## config.mk

```make
export PLATFORM = sky130hd
export DESIGN_NAME = wide_timer_counter_core
export DESIGN_NICKNAME = d
export VERILOG_FILES = /design/src/core/wide_timer_counter_core.v
export VERILOG_INCLUDE_DIRS = /design/src /design/src/core
export SDC_FILE = /design/constraint.sdc
export NUM_CORES = 1
export LEC_CHECK = 0
export ABC_CLOCK_PERIOD_IN_PS = 5600
export BUFFER_PORTS_ARGS = -buffer_cell sky130_fd_sc_hd__buf_4
export CAP_MARGIN = 40
export CORE_ASPECT_RATIO = 2
export CORE_MARGIN = 4
export CORE_UTILIZATION = 40
export DETAILED_ROUTE_END_ITERATION = 8
export HOLD_SLACK_MARGIN = 0.15
export PLACE_DENSITY = 0.59
export SLEW_MARGIN = 20
export SYNTH_ARGS = -nofsm -noshare
export SYNTH_HDL_FRONTEND = slang
export SYNTH_SLANG_ARGS = --single-unit
```

## constraint.sdc

```tcl
create_clock -name sys_clk_i -period 5.6 [get_ports sys_clk_i]
set_input_delay 0.84 -clock sys_clk_i [delete_from_list [all_inputs] [get_ports sys_clk_i]]
set_output_delay 0.84 -clock sys_clk_i [all_outputs]
set_load 0.005 [all_outputs]
```

## src/core/timer16_map.vh

```
`ifndef TIMER16_MAP_VH
`define TIMER16_MAP_VH
// Byte offsets on the Wishbone bus, one register per aligned 32-bit word
`define OFS_CTRL_A 8'h00
`define OFS_CTRL_B 8'h04
`define OFS_CTRL_C 8'h08
`define OFS_CNT_LO 8'h0c
`define OFS_CNT_HI 8'h10
`define OFS_CMPA_LO 8'h14
`define OFS_CMPA_HI 8'h18
`define OFS_CMPB_LO 8'h1c
`define OFS_CMPB_HI 8'h20
`define OFS_CAP_LO 8'h24
`define OFS_CAP_HI 8'h28
`define OFS_IRQ_FLAGS 8'h2c
`define OFS_IRQ_MASK 8'h30
`define OFS_POWER 8'h34
// Control A fields: waveform mode in [2:0], compare A output mode [5:4],
// compare B output mode [7:6]
`define CA_MODE_LSB 0
`define CA_MODE_MSB 2
`define CA_COMA_LSB 4
`define CA_COMB_LSB 6
// Control B fields: clock select [2:0], capture edge [6], filter [7]
`define CB_CS_LSB 0
`define CB_CS_MSB 2
`define CB_CAP_EDGE 6
`define CB_FILTER 7
// Control C fields: capture source select [0]
`define CC_CAP_SRC 0
// Flag and mask bit positions
`define IRQ_OVF 0
`define IRQ_CMPA 1
`define IRQ_CMPB 2
`define IRQ_CAP 3
// Power gate bit position in the power register
`define PWR_GATE 0
// Reset values
`define RST_BYTE 8'h00
`define RST_WORD 16'h0000
`define RST_POWER 8'h01
// Fixed counter values
`define CNT_BOTTOM 16'h0000
`define CNT_MAX 16'hffff
`define CNT_FIX8 16'h00ff
`define CNT_FIX9 16'h01ff
`define CNT_FIX10 16'h03ff
// Capture filter length in system clocks
`define FILTER_LEN 4
// Waveform modes
`define MODE_NORMAL 3'h0
`define MODE_PWM8 3'h1
`define MODE_PWM9 3'h2
`define MODE_PWM10 3'h3
`define MODE_CTC_A 3'h4
`define MODE_CTC_CAP 3'h5
`define MODE_PWM_A 3'h6
`define MODE_PWM_CAP 3'h7
`endif

```

## src/core/wide_timer_counter_core.v

```verilog
`timescale 1ns/100ps
`default_nettype none
`include "timer16_map.vh"

// Summary of operation
// - Counter at zero is flagged as bottom for waveform and flag logic.
// - Counter at all ones is flagged as max.
// - Top is max or compare A value depending on the mode.
// - Top may instead come from capture value or fixed values.
// - With compare A as top in PWM, output A gives no PWM.
// - Compare A as top is double buffered in PWM mode, updated at top; CTC mode loads it at once.
// - With capture value as top, compare A keeps its own PWM output.
// - Tick taken from prescaler or external pin, source and edge chosen.
// - With no clock source selected the counter holds still.
// - Both buffered compare values are compared with counter every cycle.
// - A compare match sets that unit's match flag.
// - Compare results drive PWM or toggled frequency on output pins.
// - Selected edge of capture pin or comparator copies counter to capture.
// - Optional digital filter rejects short spikes on capture trigger.
// - One shared high-byte latch serves all 16-bit registers.
// - Control registers are read and written directly, no latch.
// - Every timer interrupt request is visible in the flag register.
// - Each interrupt request is gated by its own mask bit.
// - Four sources: overflow, compare A, compare B, capture.
// - Clear-on-compare mode reloads counter to zero after the match.
// - Timer stays disabled while the power gate bit is one.
// - High byte written first to latch; low write loads both bytes.
// - Compare registers are read directly without the shared latch.
// - CPU counter write beats any clear or count in that cycle.
// - Counter counts up or down by one per tick as mode directs.
module wide_timer_counter_core #(
  parameter FILTER_LEN = `FILTER_LEN
) (
  input wire sys_clk_i,
  input wire arst_n_i,
  input wire wb_cyc_i,
  input wire wb_stb_i,
  input wire wb_we_i,
  input wire [7:0] wb_adr_i,
  input wire [3:0] wb_sel_i,
  input wire [31:0] wb_dat_i,
  output reg [31:0] wb_dat_o,
  output reg wb_ack_o,
  input wire ext_tick_pin_i,
  input wire capture_trigger_pin_i,
  input wire comparator_i,
  output reg [1:0] compare_output_pins_o,
  output reg irq_ovf_o,
  output reg irq_cmpa_o,
  output reg irq_cmpb_o,
  output reg irq_cap_o
);

  ////////////////////////////////////////////////////////////////////////
  // Registers
  reg [7:0] ctrl_a;
  reg [7:0] ctrl_b;
  reg [7:0] ctrl_c;
  reg [15:0] counter_value;
  reg [15:0] compare_a_value;
  reg [15:0] compare_b_value;
  reg [15:0] cmpa_buf;
  reg [15:0] cmpb_buf;
  reg [15:0] capture_value;
  reg [7:0] high_latch;
  reg [3:0] timer_irq_flags;
  reg [3:0] timer_irq_mask;
  reg timer_power_gate_bit;
  reg count_down;
  reg [9:0] prescale;
  reg [1:0] ext_sync;
  reg ext_prev;
  reg [1:0] cap_sync;
  reg [1:0] cmp_sync;
  reg [FILTER_LEN-1:0] cap_hist;
  reg cap_level;
  reg cap_prev;

  wire [2:0] mode = ctrl_a[`CA_MODE_MSB:`CA_MODE_LSB];
  wire [1:0] com_a = ctrl_a[`CA_COMA_LSB+1:`CA_COMA_LSB];
  wire [1:0] com_b = ctrl_a[`CA_COMB_LSB+1:`CA_COMB_LSB];
  wire [2:0] clk_sel = ctrl_b[`CB_CS_MSB:`CB_CS_LSB];
  wire running = ~timer_power_gate_bit;

  ////////////////////////////////////////////////////////////////////////
  // Bus decode
  wire bus_req = wb_cyc_i & wb_stb_i & ~wb_ack_o;
  wire wr_lo = bus_req & wb_we_i & wb_sel_i[0];
  // A gated timer still acks writes but drops them, power register aside
  wire wr_ev = wr_lo & running;
  wire rd_ev = bus_req & ~wb_we_i;
  wire [7:0] wbyte = wb_dat_i[7:0];
  wire wr_cnt_lo = wr_ev & (wb_adr_i == `OFS_CNT_LO);
  wire wr_cmpa_lo = wr_ev & (wb_adr_i == `OFS_CMPA_LO);
  wire wr_cmpb_lo = wr_ev & (wb_adr_i == `OFS_CMPB_LO);
  wire wr_cap_lo = wr_ev & (wb_adr_i == `OFS_CAP_LO);
  wire wr_any_hi = wr_ev & ((wb_adr_i == `OFS_CNT_HI) |
    (wb_adr_i == `OFS_CMPA_HI) | (wb_adr_i == `OFS_CMPB_HI) |
    (wb_adr_i == `OFS_CAP_HI));

  ////////////////////////////////////////////////////////////////////////
  // Tick generation: prescaler taps or synchronised pin edge
  wire ext_rise = ext_sync[1] & ~ext_prev;
  wire ext_fall = ~ext_sync[1] & ext_prev;
  reg tick;
  always @* begin
    case (clk_sel)
      3'h0: tick = 1'b0;
      3'h1: tick = 1'b1;
      3'h2: tick = (prescale[2:0] == 3'h7);
      3'h3: tick = (prescale[5:0] == 6'h3f);
      3'h4: tick = (prescale[7:0] == 8'hff);
      3'h5: tick = (prescale[9:0] == 10'h3ff);
      3'h6: tick = ext_fall;
      3'h7: tick = ext_rise;
      default: tick = 1'b0;
    endcase
  end
  wire timer_tick = tick & running;

  // Synchronise all three pins before any edge logic sees them
  always @(posedge sys_clk_i or negedge arst_n_i) begin
    if (!arst_n_i) begin
      prescale <= 10'h000;
      ext_sync <= 2'h0;
      ext_prev <= 1'b0;
      cap_sync <= 2'h0;
      cmp_sync <= 2'h0;
    end else begin
      prescale <= running ? prescale + 10'h001 : 10'h000;
      ext_sync <= {ext_sync[0], ext_tick_pin_i};
      ext_prev <= ext_sync[1];
      cap_sync <= {cap_sync[0], capture_trigger_pin_i};
      cmp_sync <= {cmp_sync[0], comparator_i};
    end
  end

  ////////////////////////////////////////////////////////////////////////
  // Top selection
  reg [15:0] top;
  always @* begin
    case (mode)
      `MODE_PWM8: top = `CNT_FIX8;
      `MODE_PWM9: top = `CNT_FIX9;
      `MODE_PWM10: top = `CNT_FIX10;
      `MODE_CTC_A: top = compare_a_value;
      `MODE_PWM_A: top = compare_a_value;
      `MODE_CTC_CAP: top = capture_value;
      `MODE_PWM_CAP: top = capture_value;
      default: top = `CNT_MAX;
    endcase
  end
  wire pwm_mode = (mode == `MODE_PWM8) | (mode == `MODE_PWM9) |
    (mode == `MODE_PWM10) | (mode == `MODE_PWM_A) | (mode == `MODE_PWM_CAP);
  wire ctc_mode = (mode == `MODE_CTC_A) | (mode == `MODE_CTC_CAP);
  wire at_bottom = (counter_value == `CNT_BOTTOM);
  wire at_max = (counter_value == `CNT_MAX);
  wire at_top = (counter_value == top);
  wire match_a = (counter_value == compare_a_value);
  wire match_b = (counter_value == compare_b_value);
  // Phase correct PWM turns at top and at bottom
  wire turn_down = pwm_mode & ~count_down & at_top;
  wire turn_up = pwm_mode & count_down & at_bottom;
  // Outside PWM the counter only counts up, so no stale down state lingers
  wire dir_next = ~pwm_mode ? 1'b0 :
    (turn_down ? 1'b1 : (turn_up ? 1'b0 : count_down));
  wire overflow = timer_tick & (pwm_mode ? turn_up :
    (ctc_mode ? at_max : at_max | (mode == `MODE_NORMAL) & at_top));

  ////////////////////////////////////////////////////////////////////////
  // Counter unit
  always @(posedge sys_clk_i or negedge arst_n_i) begin
    if (!arst_n_i) begin
      counter_value <= `RST_WORD;
      count_down <= 1'b0;
    end else if (wr_cnt_lo) begin
      counter_value <= {high_latch, wbyte};
    end else if (timer_tick) begin
      count_down <= dir_next;
      if (ctc_mode & at_top)
        counter_value <= `CNT_BOTTOM;
      else if (dir_next)
        counter_value <= counter_value - 16'h0001;
      else
        counter_value <= counter_value + 16'h0001;
    end
  end

  // Compare values load from buffer at top in PWM modes, else at once
  wire cmp_update = ~pwm_mode | (timer_tick & turn_down);
  always @(posedge sys_clk_i or negedge arst_n_i) begin
    if (!arst_n_i) begin
      cmpa_buf <= `RST_WORD;
      cmpb_buf <= `RST_WORD;
      compare_a_value <= `RST_WORD;
      compare_b_value <= `RST_WORD;
    end else begin
      if (wr_cmpa_lo)
        cmpa_buf <= {high_latch, wbyte};
      if (wr_cmpb_lo)
        cmpb_buf <= {high_latch, wbyte};
      if (cmp_update) begin
        compare_a_value <= cmpa_buf;
        compare_b_value <= cmpb_buf;
      end
    end
  end

  ////////////////////////////////////////////////////////////////////////
  // Capture unit with spike filter
  wire cap_src = ctrl_c[`CC_CAP_SRC] ? cmp_sync[1] : cap_sync[1];
  wire hist_all1 = &{cap_hist, cap_src};
  wire hist_all0 = ~|{cap_hist, cap_src};
  wire cap_filtered = ctrl_b[`CB_FILTER] ?
    (hist_all1 ? 1'b1 : (hist_all0 ? 1'b0 : cap_level)) : cap_src;
  wire cap_edge = ctrl_b[`CB_CAP_EDGE] ? (cap_level & ~cap_prev) :
    (~cap_level & cap_prev);
  // No capture while the capture register serves as the top
  wire cap_event = running & cap_edge & ~(mode == `MODE_CTC_CAP) &
    ~(mode == `MODE_PWM_CAP);
  always @(posedge sys_clk_i or negedge arst_n_i) begin
    if (!arst_n_i) begin
      cap_hist <= {FILTER_LEN{1'b0}};
      cap_level <= 1'b0;
      cap_prev <= 1'b0;
      capture_value <= `RST_WORD;
    end else begin
      cap_hist <= {cap_hist[FILTER_LEN-2:0], cap_src};
      cap_level <= cap_filtered;
      cap_prev <= cap_level;
      if (wr_cap_lo)
        capture_value <= {high_latch, wbyte};
      else if (cap_event)
        capture_value <= counter_value;
    end
  end

  ////////////////////////////////////////////////////////////////////////
  // Flags: set beats a write-one clear in the same cycle
  wire [3:0] ev;
  assign ev[`IRQ_OVF] = overflow;
  assign ev[`IRQ_CMPA] = timer_tick & match_a;
  assign ev[`IRQ_CMPB] = timer_tick & match_b;
  assign ev[`IRQ_CAP] = cap_event;
  wire [3:0] flag_clr = (wr_ev & (wb_adr_i == `OFS_IRQ_FLAGS)) ?
    wbyte[3:0] : 4'h0;
  always @(posedge sys_clk_i or negedge arst_n_i) begin
    if (!arst_n_i)
      timer_irq_flags <= 4'h0;
    else
      timer_irq_flags <= (timer_irq_flags & ~flag_clr) | ev;
  end

  // Interrupt lines, registered
  wire [3:0] irq_req = timer_irq_flags & timer_irq_mask;
  always @(posedge sys_clk_i or negedge arst_n_i) begin
    if (!arst_n_i) begin
      irq_ovf_o <= 1'b0;
      irq_cmpa_o <= 1'b0;
      irq_cmpb_o <= 1'b0;
      irq_cap_o <= 1'b0;
    end else begin
      irq_ovf_o <= irq_req[`IRQ_OVF];
      irq_cmpa_o <= irq_req[`IRQ_CMPA];
      irq_cmpb_o <= irq_req[`IRQ_CMPB];
      irq_cap_o <= irq_req[`IRQ_CAP];
    end
  end

  ////////////////////////////////////////////////////////////////////////
  // Waveform outputs
  // Mode 1 toggles on match outside PWM; 2 clears on up match, 3 sets on up match
  function wave_next;
    input [1:0] com;
    input cur;
    input match;
    input at_bot;
    input pwm;
    input down;
    begin
      wave_next = cur;
      if (com == 2'h1 && !pwm && match)
        wave_next = ~cur;
      else if (com[1] && pwm && match)
        wave_next = down ? ~com[0] : com[0];
      else if (com[1] && !pwm && match)
        wave_next = com[0];
      else if (com[1] && pwm && at_bot && !match)
        wave_next = ~com[0];
    end
  endfunction
  // Compare A cannot make PWM when it is the top itself
  wire a_is_top_pwm = (mode == `MODE_PWM_A);
  always @(posedge sys_clk_i or negedge arst_n_i) begin
    if (!arst_n_i)
      compare_output_pins_o <= 2'h0;
    else if (timer_tick) begin
      compare_output_pins_o[0] <= a_is_top_pwm ? 1'b0 :
        wave_next(com_a, compare_output_pins_o[0], match_a, at_bottom,
        pwm_mode, count_down);
      compare_output_pins_o[1] <= wave_next(com_b, compare_output_pins_o[1],
        match_b, at_bottom, pwm_mode, count_down);
    end
  end

  ////////////////////////////////////////////////////////////////////////
  // Direct registers and shared high byte latch
  always @(posedge sys_clk_i or negedge arst_n_i) begin
    if (!arst_n_i) begin
      ctrl_a <= `RST_BYTE;
      ctrl_b <= `RST_BYTE;
      ctrl_c <= `RST_BYTE;
      timer_irq_mask <= 4'h0;
      timer_power_gate_bit <= 1'b1;
      high_latch <= `RST_BYTE;
    end else begin
      if (wr_lo && wb_adr_i == `OFS_POWER)
        timer_power_gate_bit <= wbyte[`PWR_GATE];
      if (wr_ev && wb_adr_i == `OFS_CTRL_A)
        ctrl_a <= wbyte;
      if (wr_ev && wb_adr_i == `OFS_CTRL_B)
        ctrl_b <= wbyte;
      if (wr_ev && wb_adr_i == `OFS_CTRL_C)
        ctrl_c <= wbyte;
      if (wr_ev && wb_adr_i == `OFS_IRQ_MASK)
        timer_irq_mask <= wbyte[3:0];
      if (wr_any_hi)
        high_latch <= wbyte;
      else if (rd_ev && running && wb_adr_i == `OFS_CNT_LO)
        high_latch <= counter_value[15:8];
      else if (rd_ev && running && wb_adr_i == `OFS_CAP_LO)
        high_latch <= capture_value[15:8];
    end
  end

  ////////////////////////////////////////////////////////////////////////
  // Read mux; unmapped offsets read zero and still ack
  reg [7:0] rbyte;
  always @* begin
    case (wb_adr_i)
      `OFS_CTRL_A: rbyte = ctrl_a;
      `OFS_CTRL_B: rbyte = ctrl_b;
      `OFS_CTRL_C: rbyte = ctrl_c;
      `OFS_CNT_LO: rbyte = counter_value[7:0];
      `OFS_CNT_HI: rbyte = high_latch;
      `OFS_CMPA_LO: rbyte = cmpa_buf[7:0];
      `OFS_CMPA_HI: rbyte = cmpa_buf[15:8];
      `OFS_CMPB_LO: rbyte = cmpb_buf[7:0];
      `OFS_CMPB_HI: rbyte = cmpb_buf[15:8];
      `OFS_CAP_LO: rbyte = capture_value[7:0];
      `OFS_CAP_HI: rbyte = high_latch;
      `OFS_IRQ_FLAGS: rbyte = {4'h0, timer_irq_flags};
      `OFS_IRQ_MASK: rbyte = {4'h0, timer_irq_mask};
      `OFS_POWER: rbyte = {7'h00, timer_power_gate_bit};
      default: rbyte = 8'h00;
    endcase
  end

  // One wait-free cycle: ack follows the request edge, drops next cycle
  always @(posedge sys_clk_i or negedge arst_n_i) begin
    if (!arst_n_i) begin
      wb_ack_o <= 1'b0;
      wb_dat_o <= 32'h00000000;
    end else begin
      wb_ack_o <= bus_req;
      wb_dat_o <= (bus_req & ~wb_we_i) ? {24'h000000, rbyte} : 32'h00000000;
    end
  end

endmodule
`default_nettype wire

```

==> results of run 1 <==
layout make-up:
class | instances | area [sq um] | share of cell area
Multi-Input combinational cell | 662 | 4880 | 0.449
Sequential cell | 176 | 4410 | 0.406
Timing Repair Buffer | 67 | 544 | 0.0501
Clock buffer | 19 | 443 | 0.0408
Tap cell | 287 | 359 | 0.0331
Clock inverter | 12 | 183 | 0.0168
Inverter | 12 | 45.0 | 0.00415
Antenna cell | 1 | 2.50 | 0.000230
routing by layer:
| layer | share of wire | routed length, um | track usage |
|---|---|---|---|
| met4 | 0.086 | 2630 | 0.189 |
| met5 | 0.00042 | 13 | 0 |
| met1 | 0.34 | 10300 | 0.219 |
| met3 | 0.040 | 1240 | 0.0369 |
| met2 | 0.54 | 16400 | 0.429 |
state kept, by name (all words and copies together), names as in the netlist, 4 cells and up:
signal / cells
cap_hist: 4
capture_value: 16
cmpa_buf: 16
cmpb_buf: 16
compare_a_value: 16
compare_b_value: 16
counter_value: 16
ctrl_a: 8
ctrl_b: 8
ctrl_c: 8
high_latch: 8
prescale: 10
timer_irq_flags: 4
timer_irq_mask: 4
wb_dat_o: 8
Yosys cell counts, drive strengths merged (4+ instances only):
| library cell | n | area, sq um |
|---|---|---|
| dfrtp | 175 | 4380 |
| mux2 | 96 | 1100 |
| nand2 | 64 | 240 |
| nor2 | 49 | 184 |
| mux2i | 48 | 480 |
| o21ai | 45 | 225 |
| clkbuf | 42 | 158 |
| a21oi | 34 | 170 |
| buf | 34 | 253 |
| xnor2 | 34 | 298 |
| xor2 | 28 | 245 |
| nor3 | 19 | 100 |
| and3 | 18 | 113 |
| nand3 | 18 | 90.1 |
| ha | 16 | 200 |
| nand4 | 12 | 75.1 |
| a221oi | 11 | 96.3 |
| a222oi | 11 | 110 |
| inv | 11 | 41.3 |
| nor4 | 11 | 75.1 |
| a221o | 9 | 90.1 |
| a22o | 9 | 78.8 |
| a22oi | 9 | 67.6 |
| and2 | 9 | 56.3 |
| a21o | 8 | 60.1 |
| a31oi | 8 | 56.3 |
| nor2b | 7 | 43.8 |
| o22ai | 6 | 37.5 |
| nand2b | 5 | 31.3 |
| nand3b | 4 | 30.0 |
| o21bai | 4 | 30.0 |
| or3 | 4 | 25.0 |
path summary, 6_finish.rpt:
path	startpoint	end	slack (ns)	cells past startpoint
max	ctrl_a[0]$_DFFE_PN0P_	counter_value[15]$_DFFE_PN0P_	0.40	17
max reg2reg	ctrl_a[0]$_DFFE_PN0P_	counter_value[15]$_DFFE_PN0P_	0.40	17
min	cmp_sync[0]$_DFF_PN0_	cmp_sync[1]$_DFF_PN0_	0.35	0
min in group asynchronous	arst_n_i	compare_output_pins_o[1]$_DFFE_PN0P_	0.36	1
min reg2reg	cmp_sync[0]$_DFF_PN0_	cmp_sync[1]$_DFF_PN0_	0.35	0
max in group asynchronous	arst_n_i	timer_power_gate_bit$_DFFE_PN1P_	4.39	2
logic make-up (layout without fill, tap and decap cells):
kind of cell,Yosys count,in the layout,synth area share
simple gates,235,235,0.124
compound gates,180,180,0.129
flops,176,176,0.457
mux,144,144,0.164
buf+inv,88,110,0.0472
xor+xnor,62,62,0.0563
fa+ha+maj,17,17,0.0228
other cells,1,25,0.000389
through the flow:
| step | hold slack, ns | area [sq um] | total power, W |
|---|---|---|---|
| floorplan | 0.331 | 9730 | 0.00136 |
| global placement | 0.332 | 10200 | 0.00141 |
| detailed placement | 0.335 | 10200 | 0.00142 |
| CTS | 0.350 | 10800 | 0.00269 |
| global route | 0.355 | 10900 | 0.00275 |
| finish | 0.349 | 10900 | 0.00267 |
power groups by stage:
stage / Combinational [W] / Clock, W / Sequential (W)
2_1_floorplan: 0.0000430 / 0 / 0.00132
3_3_place_gp: 0.0000916 / 0 / 0.00132
3_5_place_dp: 0.0000954 / 0 / 0.00132
4_1_cts: 0.0000956 / 0.00130 / 0.00130
5_1_grt: 0.000105 / 0.00135 / 0.00130
6_report: 0.0000945 / 0.00128 / 0.00130
cell usage in the layout (no fill, tap or decap), types with 5 or more instances in the layout:
cell type  instances
mux2_2            91
a21oi_1           34
a22o_1             9
nand2_1           64
o22ai_1            6
buf_4             63
dfrtp_1          175
inv_1             11
nand3_1           18
ha_1              16
conb_1            24
a22oi_1            9
xor2_1            28
nor2_1            49
mux2_4             5
mux2i_1           48
nand2b_1           5
nand4_1           12
o21ai_0           44
and3_1            18
clkbuf_16         17
nor2b_1            7
nor4_1            10
a221o_1            9
xnor2_1           34
a222oi_1          11
a221oi_1          11
a31oi_1            7
and2_1             8
nor3_1            18
a21o_1             8
worst max-delay path: cells and delay by family, from the launching register on:
| family | cells | cell delay [ns] |
|---|---|---|
| AO/OA/AOI/OAI | 7 | 2.29 |
| flip-flops | 1 | 0.61 |
| buffers and inverters | 2 | 0.58 |
| XOR/XNOR | 1 | 0.16 |
| AND/OR/NAND/NOR | 6 | 1.16 |
| adder cells (fa/ha/maj) | 1 | 0.30 |
==> metrics.csv, run 1 <==
stage,metric,value,unit
run_status,status,completed,
worst_setup_path,Crit. End Element,flop,
pwr,Clock Power Share,0.479,
floorplanning,Starting Density,0.405,
clock_network,Root Buffer,clkbuf_16,
synthesis,average cell area after synthesis,10.7,sq um
route,DRT iter0 DRCs,533,
placement,Setup Slack @ Placement,0.457,ns
route,drt first pass iters,6,
worst_setup_path,Worst EP required,5.99,ns
timing,fmax,0.192,GHz
synthesis,#FFs+latches synth,176,
worst_setup_path,CP startpoint kind,flop,
clock_network,worst-skew pair later-pin latency,0.45,ns
finish,nets@finish,1005,
global_routing,GR Util All Layers,0.229,
floorplanning,Die H,228,um
worst_setup_path,worst-path maximum fanout,18,
worst_setup_path,CP peak stage delay,0.61,ns
clock_network,clk slew on worst S/H paths,0.07,ns
clock_network,Clock Sink Count,176,
worst_setup_path,CP Class,flop to flop,
pwr,Pwr per Cell Area,246,nW/um^2
synthesis,"Cell Area, Synth",9650,sq um
finish,fin util,0.456,
timing,Tcrit/Tclk final,0.929,
global_routing,initial antenna violation count,2,
floorplanning,width of the chip,118,um
clock_network,buffer depth of the longest clock path,2,
global_routing,largest net degree at the start of global routing,64,
floorplanning,I/O pin count,91,
finish,fill count,2265,
pwr,Switch Pwr,0.000600,W
pwr,Pint,0.00207,W
route,WL per Instance,24.8,um
synthesis,sequential share of the synthesized area,0.457,
placement,Detail Placement HPWL,23.0,mm
pwr,Comb power frac,0.035,
hold_path,Tightest Hold Check Type,flop to flop,
timing,RSZ-0062 raised after global routing,false,
pwr,VDD IR max,0.347,mV
clock_network,CTS tree,done,
run,# Max-Cap Violations,0,
placement,gpl congestion,0.963,
clock_network,Post-CTS Setup Inserts,0,
synthesis,Synth cell types,74,
finish,area grow syn2layout,12.6,%
worst_setup_path,WP data arrival,5.59,ns
worst_setup_path,slowest CP cell,dfrtp_1,
clock_network,hold_buf cts,0,
pwr,P_leak,5.04,nW
clock_network,Resized Gates After CTS,0,
route,Final ANT Viol Nets,0,
global_routing,total grt overflow,0,
synthesis,synth warn,0,
pwr,Net Sw Frac,0.224,
route,drt total wl,30.6,mm
timing,Worst-Margin Slew,0.831,ns
timing,Final min period,5.20,ns
global_routing,vias in the first global route,7618,
placement,placed cells,1202,
floorplanning,Die Area,26800,sq um
timing,Max Slew Vio Count,0,
timing,Slew HR,0.439,
route,detailed-route DRC error count,0,
timing,# setup viols final,0,
timing,final hold violations,0,
synthesis,Mapped Cells,903,
synthesis,"EDFF count, synth",0,
finish,layout cells sized above 1,0.212,
timing,final setup TNS,0,ns
synthesis,commonest register cell after synthesis,dfrtp_1,
clock_network,H-tree level count,4,
timing,clock skew,0.00702,ns
floorplanning,row cnt,80,
finish,final non-filler cell total,1236,
route,DR vias/cell,6.00,
floorplanning,Core ar.,23800,sq um
route,Vias,7418,
global_routing,first-pass GRT wire length,45.6,mm
timing,Final WS setup,0.397,ns
synthesis,ys async rst share,1.00,
clock_network,Num CTS Buffers,17,
worst_setup_path,critical-path cell list,buf_4 > nor2_1 > xor2_1 > a2111o_1 > a2111o_1 > o41ai_1 > and2_1 > buf_4 > ha_1 > a21o_1 > a21oi_1 > o22a_1 > and3_1 > nor2_1 > or3_1 > o221a_2 > nand2_1,
placement,PortBufs,39,
pwr,Seq pwr share,0.486,
(Power assumes the default switching activity.)
==> run 2: changes to the inputs <==
REMOVE_ABC_BUFFERS = 1   (was unset)
==> metrics.csv, run 2 (same netlist as run 1, synthesis figures left out) <==
stage,metric,value,unit,change
finish,diode count,0,,-1
clock_network,buffer depth of the longest clock path,2,,unchanged
worst_setup_path,CP startpoint kind,flop,,
clock_network,clk slew on worst S/H paths,0.07,ns,about the same
finish,most frequent cells in the layout,"dfrtp_1 (175), mux2_2 (91), buf_4 (67)",,
hold_path,Hold Path Stages,0,,unchanged
worst_setup_path,reg2reg end,counter_value[15]$_DFFE_PN0P_,,
timing,# setup viols final,0,,unchanged
floorplanning,row cnt,80,,unchanged
clock_network,worst-skew pair later-pin latency,0.46,ns,about the same
global_routing,GR Util All Layers,0.234,,+0.00517
hold_path,worst hold endpoint,ext_sync[1]$_DFF_PN0_,,
timing,clock skew,0.0129,ns,+0.00584 ns
route,detailed-route DRC error count,0,,unchanged
clock_network,Num CTS Buffers,17,,unchanged
route,WL per Instance,24.8,um,+0.18%
global_routing,grt met1 use,0.242,,+0.0234
worst_setup_path,worst-path maximum fanout,15,,-3
global_routing,met3 usage,0.0386,,+0.00173
floorplanning,Die Area,26800,sq um,unchanged
worst_setup_path,Worst R2R Path Depth,17,,unchanged
worst_setup_path,Worst EP required,5.99,ns,about the same
floorplanning,width of the chip,118,um,unchanged
worst_setup_path,Crit. End Element,flop,,
placement,gpl congestion,0.922,,-4.2%
timing,RSZ-0062 raised after global routing,false,,
worst_setup_path,reg2reg start,ctrl_a[0]$_DFFE_PN0P_,,
timing,final setup TNS,0,ns,unchanged
finish,nets@finish,1010,,+0.50%
global_routing,largest net degree at the start of global routing,92,,+44%
clock_network,H-tree level count,4,,unchanged
route,DR vias/cell,6.02,,+0.32%
clock_network,Clock Sink Count,176,,unchanged
run_status,status,completed,,
finish,layout cells sized above 1,0.218,,+0.00600
timing,Tcrit/Tclk final,0.919,,-0.0102
worst_setup_path,WP data arrival,5.54,ns,-0.05 ns
route,Final ANT Viol Nets,0,,unchanged
timing,Final min period,5.15,ns,-0.0572 ns
clock_network,Resized Gates After CTS,0,,unchanged
floorplanning,Die H,228,um,unchanged
floorplanning,Starting Density,0.405,,unchanged
clock_network,CTS tree,done,,
worst_setup_path,CP Class,flop to flop,,
worst_setup_path,R2R Setup Slk,0.45,ns,+0.06 ns
finish,fin util,0.456,,about the same
global_routing,total grt overflow,0,,unchanged
route,drt first pass iters,5,,-1
pwr,P_leak,5.05,nW,+0.25%
pwr,VDD IR max,0.229,mV,-34%
worst_setup_path,Critical Path Source,ctrl_a[0]$_DFFE_PN0P_,,
timing,final hold violations,0,,unchanged
placement,Detail Placement HPWL,22.6,mm,-1.5%
hold_path,Tightest Hold Check Type,flop to flop,,
clock_network,Root Buffer,clkbuf_16,,
global_routing,initial antenna violation count,0,,-2
clock_network,hold_buf cts,0,,unchanged
finish,area grow syn2layout,12.7,%,about the same
placement,PortBufs,39,,unchanged
timing,fmax,0.194,GHz,+1.1%
global_routing,first-pass GRT wire length,46.7,mm,+2.3%
timing,Slew HR,0.443,,+0.00333
route,DRT iter0 DRCs,781,,+47%
timing,worst hold margin,0.353,ns,+0.00440 ns
run,# Max-Cap Violations,0,,unchanged
pwr,Pwr per Cell Area,238,nW/um^2,-3.3%
global_routing,vias in the first global route,7662,,+0.58%
floorplanning,Core ar.,23800,sq um,unchanged
global_routing,busiest grt layer,met2,,
floorplanning,I/O pin count,91,,unchanged
route,Vias,7472,,+0.73%
finish,"commonest non-fill, non-tap cell in the layout",dfrtp_1,,
clock_network,Post-CTS Setup Inserts,0,,unchanged
global_routing,met2 usage,0.420,,-0.00874
hold_path,hold path start,ext_sync[0]$_DFF_PN0_,,
route,drt total wl,30.8,mm,+0.59%
timing,Worst-Margin Slew,0.833,ns,+0.00247 ns
timing,Max Slew Vio Count,0,,unchanged
==> run 2: through the flow <==
step | power (W) | worst slack (ns) | cells | instance area [sq um]
floorplan | 0.00134 | 0.544 | 850 | 9320
finish | 0.00259 | 0.454 | 1241 | 10900
global placement | 0.00141 | 0.645 | 1204 | 10200
global route | 0.00267 | 0.154 | 1241 | 10900
CTS | 0.00261 | 0.466 | 1238 | 10800
detailed placement | 0.00142 | 0.490 | 1206 | 10200
==> run 2: layer usage <==
metal	vias to the layer above	share of wire
met5	-	0
met4	0	0.088
met3	120	0.050
met2	298	0.52
met1	3721	0.34
li1	3333	-
==> run 2: final cells by class <==
type                    count  area (sq um)
repair buffers             72           582
flip-flops and latches    176          4410
fillers                  2268         13000
well taps                 287           359
clock inverters            15           170
inverters                  12          45.0
multi-input cells         662          4880
clock buffers              17           425
==> run 2: power breakdown <==
| group | switching, W | internal (W) | total [W] |
|---|---|---|---|
| clock | 0.000598 | 0.000598 | 0.00120 |
| sequential | 0.0000152 | 0.00129 | 0.00130 |
| combinational | 0.0000637 | 0.0000258 | 0.0000895 |
==> run 2: critical path, stage by stage, from the launching register on <==
cell       delay (ns)
dfrtp_1          0.68
buf_4            0.32
nor2_1           0.08
xor2_1           0.16
a2111o_1         0.39
a2111o_1         0.45
o41ai_1          0.48
and2_1           0.29
buf_4            0.26
ha_1             0.21
a21oi_1          0.11
o211a_1          0.17
or4_1            0.53
and3_1           0.20
nand2b_1         0.15
a2111oi_0        0.40
a221oi_1         0.11
nand2_1          0.10
==> run 2: worst max-delay path by stage <==
stage	endpoint	slack (ns)	depth (start not counted)
after floorplan	counter_value[15]$_DFFE_PN0P_	0.54	15
after global placement	counter_value[15]$_DFFE_PN0P_	0.65	16
after detailed placement	counter_value[15]$_DFFE_PN0P_	0.49	16
after CTS	counter_value[15]$_DFFE_PN0P_	0.47	16
after global routing	counter_value[15]$_DFFE_PN0P_	0.15	17
final	counter_value[15]$_DFFE_PN0P_	0.45	17
